--- src/acp_params.svh ---
// timing constants and fixed values for the conversion and power-down control block
`ifndef ACP_PARAMS_SVH
`define ACP_PARAMS_SVH

`define ACP_CLK_HZ 20000000
`define ACP_CONV_TIME_NS 4000
`define ACP_LOW_POWER_SELECT_N_WAKE_US 100
`define ACP_SHDN_WAKE_US 13000
// conversion time and wake times all round down (integer division, shortest time)
`define ACP_CONV_CYCLES ((`ACP_CONV_TIME_NS * (`ACP_CLK_HZ / 1000000)) / 1000)
`define ACP_LOW_POWER_SELECT_N_CYCLES (`ACP_LOW_POWER_SELECT_N_WAKE_US * (`ACP_CLK_HZ / 1000000))
`define ACP_SHDN_CYCLES (`ACP_SHDN_WAKE_US * (`ACP_CLK_HZ / 1000000))
`define ACP_CHANNELS 8
`define ACP_SAMPLE_W 18
`define ACP_GROUP_MASK1 8'h0f
`define ACP_GROUP_MASK2 8'hf0

`endif

--- src/acp_pkg.sv ---
// types shared by the conversion and power-down control block
`default_nettype none
package acp_pkg;
    typedef enum logic [1:0] {
        ACP_PWR_NORMAL,
        ACP_PWR_STANDBY,
        ACP_PWR_SHUTDOWN
    } acp_pwr_e;
    typedef enum logic [2:0] {
        ACP_ST_OFF,
        ACP_ST_WAKE,
        ACP_ST_NEED_RESET,
        ACP_ST_IDLE,
        ACP_ST_CONVERT
    } acp_state_e;
endpackage
`default_nettype wire

--- src/acp_ctrl.sv ---
// conversion start, busy timing and power-down control of an 8-channel sampling converter
// Summary of operation
// standby select low: range picks standby/shutdown
// standby keeps reference, wakes in 100 us
// shutdown powers all off, wakes 13 ms
// host resets after shutdown wake time
// host resets once supplies come up
// common start edge holds all channels
// busy high from start until all converted
// busy fall returns all holds to track
// results offered after busy falls
// first start edge holds channels 1-4
// second start edge holds channels 5-8
// split starts: busy on later edge
// split starts only without oversampling
// all channels converted, same read order
// conversion lasts 4 us to busy fall
// old results readable while busy high
// host avoids starts when busy or down
`include "acp_params.svh"
`default_nettype none
module acp_ctrl
    import acp_pkg::*;
#(
    parameter int CONV_CYCLES = `ACP_CONV_CYCLES,
    parameter int LOW_POWER_SELECT_N_CYCLES = `ACP_LOW_POWER_SELECT_N_CYCLES,
    parameter int SHDN_CYCLES = `ACP_SHDN_CYCLES,
    parameter int CH = `ACP_CHANNELS,
    parameter int SW = `ACP_SAMPLE_W
) (
    // clock and reset
    input wire logic clock,
    input wire logic rst,
    // conversion control pins
    input wire logic convert_start_group1,
    input wire logic convert_start_group2,
    // power control pins
    input wire logic low_power_select_n,
    input wire logic range_select,
    // converted samples from the analog core, one word per channel
    input wire logic [CH*SW-1:0] core_sample,
    // status toward the host
    output logic busy,
    output logic ready,
    output logic [1:0] power_mode,
    // per-channel hold controls toward the analog front end
    output logic [CH-1:0] hold,
    // analog block enables
    output logic ref_enable,
    output logic amp_enable,
    // output register feeding the readout interfaces
    output logic [CH*SW-1:0] result,
    output logic result_valid
);
    // one timer serves conversion and both wake-ups, so it must fit the longest of them
    localparam int WAKE_MAX = (SHDN_CYCLES > LOW_POWER_SELECT_N_CYCLES) ? SHDN_CYCLES : LOW_POWER_SELECT_N_CYCLES;
    localparam int CNT_MAX = (WAKE_MAX > CONV_CYCLES) ? WAKE_MAX : CONV_CYCLES;
    localparam int CW = $clog2(CNT_MAX + 1);

    logic start1_q; // previous level of start group 1
    logic start2_q; // previous level of start group 2
    logic rise1;
    logic rise2;
    logic armed1; // group 1 sampled, waiting for group 2
    logic armed2;
    acp_state_e state;
    logic [CW-1:0] count; // shared timer for conversion and wake-up
    logic rst_q; // reset seen last cycle

    // true when the edge of either group completes the pair
    function automatic logic pair_done(input logic r1, input logic r2,
                                       input logic a1, input logic a2);
        pair_done = (r1 || a1) && (r2 || a2);
    endfunction

    // current power request decoded from the pins
    function automatic acp_pwr_e pwr_req(input logic sel_n, input logic rng);
        if (sel_n) begin
            pwr_req = ACP_PWR_NORMAL;
        end else if (rng) begin
            pwr_req = ACP_PWR_STANDBY;
        end else begin
            pwr_req = ACP_PWR_SHUTDOWN;
        end
    endfunction

    assign rise1 = convert_start_group1 && !start1_q;
    assign rise2 = convert_start_group2 && !start2_q;

    // edge detect registers for the start pins
    always_ff @(posedge clock) begin
        if (rst) begin
            start1_q <= 1'b0;
            start2_q <= 1'b0;
        end else begin
            start1_q <= convert_start_group1;
            start2_q <= convert_start_group2;
        end
    end

    // power and conversion sequencer
    always_ff @(posedge clock) begin
        if (rst) begin
            state <= ACP_ST_IDLE;
            count <= '0;
            power_mode <= 2'(ACP_PWR_NORMAL);
            rst_q <= 1'b1;
        end else begin
            rst_q <= 1'b0;
            case (state)
                ACP_ST_IDLE: begin
                    if (pwr_req(low_power_select_n, range_select) != ACP_PWR_NORMAL) begin
                        state <= ACP_ST_OFF;
                        power_mode <= 2'(pwr_req(low_power_select_n, range_select));
                    end else if (pair_done(rise1, rise2, armed1, armed2)) begin
                        state <= ACP_ST_CONVERT;
                        count <= CW'(CONV_CYCLES - 1);
                    end
                end
                ACP_ST_CONVERT: begin
                    // a conversion runs to its end even if power-down is asked meanwhile
                    if (count == '0) begin
                        state <= ACP_ST_IDLE;
                    end else begin
                        count <= count - 1'b1;
                    end
                end
                ACP_ST_OFF: begin
                    if (low_power_select_n) begin
                        state <= ACP_ST_WAKE;
                        count <= (power_mode == 2'(ACP_PWR_SHUTDOWN)) ?
                                 CW'(SHDN_CYCLES - 1) : CW'(LOW_POWER_SELECT_N_CYCLES - 1);
                    end
                end
                ACP_ST_WAKE: begin
                    if (!low_power_select_n) begin
                        state <= ACP_ST_OFF; // dropped back before waking
                    end else if (count == '0) begin
                        // shutdown loses configuration, so a reset is needed
                        state <= (power_mode == 2'(ACP_PWR_SHUTDOWN)) ?
                                 ACP_ST_NEED_RESET : ACP_ST_IDLE;
                        if (power_mode != 2'(ACP_PWR_SHUTDOWN)) begin
                            power_mode <= 2'(ACP_PWR_NORMAL);
                        end
                    end else begin
                        count <= count - 1'b1;
                    end
                end
                ACP_ST_NEED_RESET: begin
                    // only the rst input or low_power_select_n going low leaves this state
                    if (!low_power_select_n) begin
                        state <= ACP_ST_OFF;
                    end
                end
                default: begin
                    state <= ACP_ST_IDLE;
                end
            endcase
        end
    end

    // split-start bookkeeping; cleared when conversion begins or power drops
    always_ff @(posedge clock) begin
        if (rst) begin
            armed1 <= 1'b0;
            armed2 <= 1'b0;
        end else if (state != ACP_ST_IDLE || !low_power_select_n) begin
            armed1 <= 1'b0;
            armed2 <= 1'b0;
        end else if (pair_done(rise1, rise2, armed1, armed2)) begin
            armed1 <= 1'b0;
            armed2 <= 1'b0;
        end else begin
            armed1 <= armed1 || rise1;
            armed2 <= armed2 || rise2;
        end
    end

    // hold controls: each group holds on its own edge, all track after busy
    always_ff @(posedge clock) begin
        if (rst) begin
            hold <= '0;
        end else if (state == ACP_ST_CONVERT && count == '0) begin
            hold <= '0;
        end else if (state == ACP_ST_IDLE && !low_power_select_n) begin
            // a half-armed group must not keep a stale sample across power-down
            hold <= '0;
        end else if (state == ACP_ST_IDLE && low_power_select_n) begin
            if (rise1) begin
                hold <= hold | CH'(`ACP_GROUP_MASK1);
            end
            if (rise2) begin
                hold <= hold | CH'(`ACP_GROUP_MASK2) | (rise1 ? CH'(`ACP_GROUP_MASK1) : '0);
            end
        end
    end

    // busy changes on the same edges as the conversion state, rising at the edge that samples the start edge
    always_ff @(posedge clock) begin
        if (rst) begin
            busy <= 1'b0;
        end else begin
            busy <= (state == ACP_ST_IDLE && low_power_select_n &&
                     pair_done(rise1, rise2, armed1, armed2)) ||
                    (state == ACP_ST_CONVERT && count != '0);
        end
    end

    // output register keeps old results during conversion, loads all at the end
    always_ff @(posedge clock) begin
        if (rst) begin
            result <= '0;
            result_valid <= 1'b0;
        end else if (state == ACP_ST_CONVERT && count == '0) begin
            result <= core_sample;
            result_valid <= 1'b1;
        end else if (state == ACP_ST_OFF && power_mode == 2'(ACP_PWR_SHUTDOWN)) begin
            result <= '0; // contents lost in shutdown
            result_valid <= 1'b0;
        end
        // otherwise held, readable while busy is high
    end

    // analog enables and ready flag
    always_ff @(posedge clock) begin
        if (rst) begin
            ref_enable <= 1'b1;
            amp_enable <= 1'b1;
            ready <= 1'b0;
        end else begin
            ref_enable <= !(state inside {ACP_ST_OFF, ACP_ST_WAKE} &&
                            power_mode == 2'(ACP_PWR_SHUTDOWN));
            amp_enable <= !(state inside {ACP_ST_OFF, ACP_ST_WAKE});
            ready <= (state == ACP_ST_IDLE) && !rst_q && low_power_select_n;
        end
    end
endmodule
`default_nettype wire

--- config.mk ---
export PLATFORM = sky130hd
export DESIGN_NAME = acp_ctrl
export DESIGN_NICKNAME = d
export VERILOG_FILES = /design/src/acp_pkg.sv /design/src/acp_ctrl.sv
export VERILOG_INCLUDE_DIRS = /design/src
export SDC_FILE = /design/constraint.sdc
export NUM_CORES = 1
export LEC_CHECK = 0
export BUFFER_PORTS_ARGS = -buffer_cell sky130_fd_sc_hd__buf_2
export CELL_PAD_IN_SITES_DETAIL_PLACEMENT = 2
export CELL_PAD_IN_SITES_GLOBAL_PLACEMENT = 2
export CORE_MARGIN = 5
export CORE_UTILIZATION = 24
export DETAILED_ROUTE_END_ITERATION = 10
export PLACE_DENSITY_LB_ADDON = 0.08
export SYNTH_ARGS = -nofsm -noshare
export SYNTH_HDL_FRONTEND = slang
export SYNTH_SLANG_ARGS = --single-unit
--- constraint.sdc ---
create_clock -name clock -period 2.3 [get_ports clock]
set_clock_uncertainty 0.05 [all_clocks]
set_input_delay 0.23 -clock clock [delete_from_list [all_inputs] [get_ports clock]]
set_output_delay 0.23 -clock clock [all_outputs]
set_load 0.03 [all_outputs]
# ---- Word-level counts from Yosys, hierarchy flattened
# Cells that the tools add are included.
dict set report word_totals {
  output_inout_bits 159
  in_bits 150
  wordCells 107
  ff_bits 185
}
dict set report classes {
  n_reduce_logical 38
  muxes 33
  bitwise 1
  add_sub_neg 1
  n_eq_ne 18
}
# cell n
set op_table {}
lappend op_table {{$mux 144} 2}
lappend op_table {{$mux 18} 6}
lappend op_table {{$pmux 18 s4} 1}
lappend op_table {{$mux 3} 7}
lappend op_table {{$logic_not 18->1} 1}
lappend op_table {{$ne 2x2->1 const B} 9}
lappend op_table {{$reduce_bool 18->1} 1}
lappend op_table {{$sub 18x1->18 const B} 1}
lappend op_table {{$mux 2} 8}
lappend op_table {{$pmux 3 s5} 1}
lappend op_table {{$reduce_and 5->1} 3}
lappend op_table {{$logic_and 1x1->1} 12}
lappend op_table {{$reduce_bool 2->1} 5}
lappend op_table {{$mux 4} 2}
lappend op_table {{$mux 8} 1}
lappend op_table {{$or 8x4->8} 1}
lappend op_table {{$eq 3x2->1 const B} 2}
lappend op_table {{$logic_not 1->1} 6}
lappend op_table {{$ne 3x3->1 const B} 2}
lappend op_table {{$reduce_or 3->1} 2}
lappend op_table {{$logic_or 1x1->1} 4}
lappend op_table {{$mux 1} 4}
lappend op_table {{$pmux 2 s2} 1}
lappend op_table {{$reduce_and 2->1} 2}
lappend op_table {{other kinds (7)} 7}

# ---- Longest topological paths before layout
dict set report depth {
  word_depth 7
  mapped_depth 10
  ltp_nobuf 7
}

# ---- Worst setup path before layout
# Ideal clock, no wire load.
dict set report synth_timing {
  kind {flip-flop to flip-flop}
  from {register count[0]}
  to {register result[14]}
  t_required_ps 2118
  synth_period_minus_slack_ps 2248
  slack_ps 52
  setup_time_ps 132
  path_stages_with_launch 11
  n_path_buf 3
  arrival_ps 2066
  cell_sequence {dfxtp_1 inv_1 ha_1 nor4b_2 nand3_1 or4_1 buf_2 buf_6 buf_6 nand3_2 a21oi_1}
}
dict set report synth_between {
  elab_chain_cells 3
  elab_cells_between_ends 4
  classes_between {1 x mux; 3 x reduce/logical}
}
# item line
set synth_rtl {}
lappend synth_rtl {{start: declaration} acp_ctrl.sv:67} ;# logic [CW-1:0] count;
lappend synth_rtl {{start signal: assignment} acp_ctrl.sv:117} ;# count <= CW'(CONV_CYCLES - 1);
lappend synth_rtl {{start signal: assignment} acp_ctrl.sv:125} ;# count <= count - 1'b1;
lappend synth_rtl {{start signal: assignment} acp_ctrl.sv:131} ;# count <= (power_mode == 2'(ACP_PWR_SHUTDOWN)) ?
lappend synth_rtl {{$logic_not 18->1 *} acp_ctrl.sv:214} ;# end else if (state == ACP_ST_CONVERT && count == '0) begin
lappend synth_rtl {{$logic_and 1x1->1 *} acp_ctrl.sv:214}
lappend synth_rtl {{$mux 144 / $reduce_bool 2->1 (equally long branches)} --}
lappend synth_rtl {{end signal: assignment} acp_ctrl.sv:215} ;# result <= core_sample;
lappend synth_rtl {{end: declaration} acp_ctrl.sv:52} ;# output logic [CH*SW-1:0] result,
# Every way passes the cells marked *; elsewhere a longest branch is shown, timed or not.
# A chain may end at the register's enable or synchronous reset.

# ---- Worst setup path after layout
dict set report layout_timing {
  from {register count[13]}
  to {register result[3]}
}
# Same word-level chain as after synthesis.

==> flow_results.org <==
** Clock network
- Maximum clock insertion buffer count :: 2
- CTS tree :: done
- In this run, CTS created clock tree buffers numbering 17.
- Clock-pin slew on the worst setup and hold paths :: 0.08 ns
- Clock latency of the later-clocked register in the worst-skew pair :: 0.44 ns
- H-tree depth reported by CTS :: 4
- Clock tree synthesis found a total of 182 sinks.
- Clock tree synthesis selected as its root buffer the cell sky130_fd_sc_hd__clkbuf_16.

** Synthesis
- Share of async-settable or async-resettable flops after synthesis :: 0%
- Counting flops with a built-in enable in the synthesized netlist gives 0.
- Synthesis handed over a netlist of 880 instances.
- A synthesized cell averages 8.464 um^2.
- Register bit total from synthesis :: 182
- In the synthesized netlist the dominant register cell turns out to be sky130_fd_sc_hd__dfxtp_1.
- The number of nets handed over by synthesis was 1031.
- Post-synth cell types :: 59
- Part of the Yosys area used for sequential elements :: 48.92%
- Summing every instance area after synthesis gives 7448 um^2.
- Yosys warning total :: 0

** Drt
- Violation count after the first detailed-route iteration :: 259
- The routed design has 35.93 mm of wire.
- In the final routed layout, each cell accounts on average for 20.43 um.
- The count of nets left with antenna violations once routing finished came out at 0.
- Routed vias :: 8425
- DRC :: 0
- For this run, the detailed router's first-pass iteration total came to 4.
- Dividing the detail-routed via count by the number of cells gives 4.790.

** Finish
- Fraction of final layout cells sized beyond drive strength 1 :: 38.22%
- Counting the fill cells in the layout gives 3444.
- At the end of the flow, the number of nets in the layout was 1502.
- Total non-filler cell area in the finished layout :: 12330 um^2
- Number of diodes :: 0
- Synth-to-Final Area Change :: 65.55%
- Non-Filler Instances :: 1759

** Status
- The run finished, with violations left.
- Violated checks :: setup timing

** Setup path
- CP startpoint :: count[13]
- Maximum fanout along the worst path :: 12
- Data on the critical path is required at its endpoint by 2.55 ns.
- Worst Setup Path Type :: reg2reg
- Critical path endpoint :: result[3]
- The setup check on the worst reg-to-reg path leaves a slack of -0.007 ns.
- Walking the worst path, the cells encountered are or3_4 -> or3_4 -> buf_4 -> or4_4 -> buf_12 -> nand3_1 -> a21oi_1.
- Critical path data arrival time :: 2.56 ns
- Most repeated library cell on the critical path :: sky130_fd_sc_hd__or3_4
- Worst path max stage delay :: 0.53 ns
- Critical path endpoint category :: flop
- Number of buffer and inverter instances along the worst setup path :: 2
- On the critical path the largest part of the delay comes from simple AND/OR/NAND/NOR gates.
- The startpoint identified for the worst register-to-register timing path is count[13].
- The endpoint identified for the worst register-to-register timing path is result[3].
- The number of cells on the worst reg-to-reg path is 7.
- Crit. path cell count :: 7
- The worst setup path is launched from a flop.
- Crit-path slowest cell :: sky130_fd_sc_hd__or4_4

** STA
- Slew at the pin with the worst max-slew slack :: 0.5639 ns
- The worst path uses 100.3% of the clock period.
- The max-slew violation count came to 0.
- Setup repair after global routing could not meet its margin everywhere.
- The worst path in the final design needs a cycle of 2.307 ns, including I/O delays and setup.
- Timing would allow up to 433.4 MHz.
- # setup viols final :: 5
- Max-slew headroom at the worst pin :: 62.40%
- Final hold viol count :: 0
- Worst Slack Setup Final :: -0.007129 ns

** Placement
- Post-detailed-placement cell area :: 9618 um^2
- OpenSTA, run right after detailed placement, puts the worst setup slack at 0.02318 ns.
- In this run, placement finished with an instance count of 1554.
- Summed over all nets, the half-perimeter wirelength after detailed placement is 21.43 mm.
- PortBufs :: 308
- The congestion estimate from routability-driven global placement came to 0.7492.

** Global routing
- The initial antenna violation count is 0.
- The first global-routing pass estimated 49.59 mm of wire.
- The number of global-route vias before repair was 8794.
- In the global route stage, overall resource usage came out at 18.01%.
- Largest net degree at the start of global routing :: 101
- For this run the aggregate overflow at the end of global routing stands at 0.

** Floorplanning
- Die area :: 34660 um^2
- After floorplanning, the core was divided into 64 placement rows.
- The core region is 30590 um^2.
- Die span in y :: 186.2 um
- In this run the horizontal extent of the chip is 186.2 um.
- Number of top-level pins :: 309
- Once the floorplan was initialized, standard cells occupied 24.35% of the core.

** Hold path
- Hold path start :: core_sample[0]
- Worst Hold Class :: in2reg

** Power and ir drop
- Static leakage power :: 5.113 nW
- Across the VDD grid, the largest voltage drop is 439.4 uV.
- In this run the power density over the cells is 653.4 nW/um^2.

** Run
- Number of max-cap violations :: 0
## cells by family (layout without fill, tap and decap cells)
group           Yosys count  in the layout  synth area share [%]
flops                   182            182                 48.92
compound gates          218            218                 16.73
buf+inv                  98            579                 6.215
xor+xnor                  2              2                0.2352
fa+ha+maj                 5              5                0.7055
simple gates            375            377                 27.20
## power breakdown
group	internal [W]	leakage, nW	switching [W]	total, W
combinational	0.000915	3.36	0.000905	0.00182
clock	0.00154	0.276	0.00141	0.00295
sequential	0.00321	1.47	0.0000705	0.00329
## through the flow
stage               setup TNS (ns)  util (%)  hold slack [ns]  power (W)
floorplan                        0         -           0.2077   0.004060
global placement                 0     31.44           0.3403   0.004726
detailed placement               0     31.44           0.3435   0.004733
CTS                              0     37.99         0.002196   0.007950
global route                -11.33     40.31         0.007365   0.008430
finish                    -0.01798     40.31          0.02339   0.008057
## flip-flops by register name, summed over array words and instances (netlist names), 2 cells and up
register and count:
count 18, hold 5, power_mode 2, result 144
state 3
## timing repair
item,CTS,global route
setup endpoints to repair,0,152
hold endpoints to repair,144,0
resized for setup,0,61
hold buffers,144,0
setup buffers,0,10
## routing by layer
layer | vias up | wire length, um | track usage, % | share of wire [%]
li1 | 4021 | - | - | -
met1 | 4128 | 15890 | 23.47 | 44
met2 | 244 | 17230 | 29.66 | 48
met3 | 32 | 2153 | 4.609 | 6.0
met4 | 0 | 656 | 5.071 | 1.8
met5 | - | 0 | 0 | 0
## cell usage after synthesis, drive strengths merged, types with 2 or more instances
library cell	n	area (um^2)
dfxtp	182	3643
a21oi	167	839.6
nand2	156	585.6
nand3	154	1016
clkbuf	45	168.9
buf	39	241.5
inv	14	52.55
nor2	14	55.06
nor3	9	55.05
nor4	8	71.32
a31oi	7	43.79
nand2b	6	37.54
o211ai	6	45.04
o21a	6	45.04
o32ai	5	43.79
or3	5	36.28
or4	5	41.29
and2	4	25.03
maj3	4	40.04
nor2b	4	25.02
a21o	3	22.52
a221oi	3	26.28
nand4	3	18.77
o2bb2ai	3	26.28
a22o	2	17.52
a22oi	2	15.01
a311o	2	21.27
o21ai	2	10.01
o31ai	2	15.01
or2	2	12.51
## layout by cell type, fill, tap and decap left out, drive strengths merged, types with 2 or more instances in the layout
| cell | n |
|---|---|
| and2 | 4 |
| nor4 | 8 |
| buf | 379 |
| a311o | 2 |
| a21o | 3 |
| nand3 | 154 |
| maj3 | 4 |
| nor2 | 14 |
| a22oi | 2 |
| or3 | 5 |
| nand4 | 3 |
| a31oi | 7 |
| nand2 | 156 |
| a21oi | 167 |
| o21ai | 2 |
| o2bb2ai | 3 |
| inv | 19 |
| o211ai | 6 |
| or2 | 2 |
| dlygate4sd3 | 144 |
| nor3 | 9 |
| clkinv | 5 |
| a22o | 2 |
| nor2b | 4 |
| dfxtp | 182 |
| o32ai | 5 |
| or4 | 7 |
| a221oi | 3 |
| o31ai | 2 |
| nand2b | 6 |
| o21a | 6 |
| clkbuf | 30 |
## worst reg2reg max path, cell delays in order (launching register included)
cell and delay [ns]:
sky130_fd_sc_hd__dfxtp_2 0.32, sky130_fd_sc_hd__or3_4 0.38, sky130_fd_sc_hd__or3_4 0.38, sky130_fd_sc_hd__buf_4 0.15
sky130_fd_sc_hd__or4_4 0.53, sky130_fd_sc_hd__buf_12 0.21, sky130_fd_sc_hd__nand3_1 0.09, sky130_fd_sc_hd__a21oi_1 0.07
## final cells by class
cell class | instances | area, um^2 | area share (%)
multi-input cells | 602 | 3508 | 28.45
repair buffers | 534 | 4060 | 32.93
clock buffers | 19 | 442.9 | 3.592
well taps | 396 | 495.5 | 4.018
flip-flops and latches | 182 | 3651 | 29.61
inverters | 14 | 52.55 | 0.4262
clock inverters | 12 | 120.1 | 0.9741
## worst min path at each step
stage | end | slack, ns | cells past startpoint
after floorplan | rst_q | 0.21 | 0
after global placement | ready | 0.34 | 1
after detailed placement | ready | 0.34 | 1
after CTS | rst_q | 0.002 | 1
after global routing | result[0] | 0.007 | 3
final | result[0] | 0.02 | 3
(Power assumes the default switching activity.)
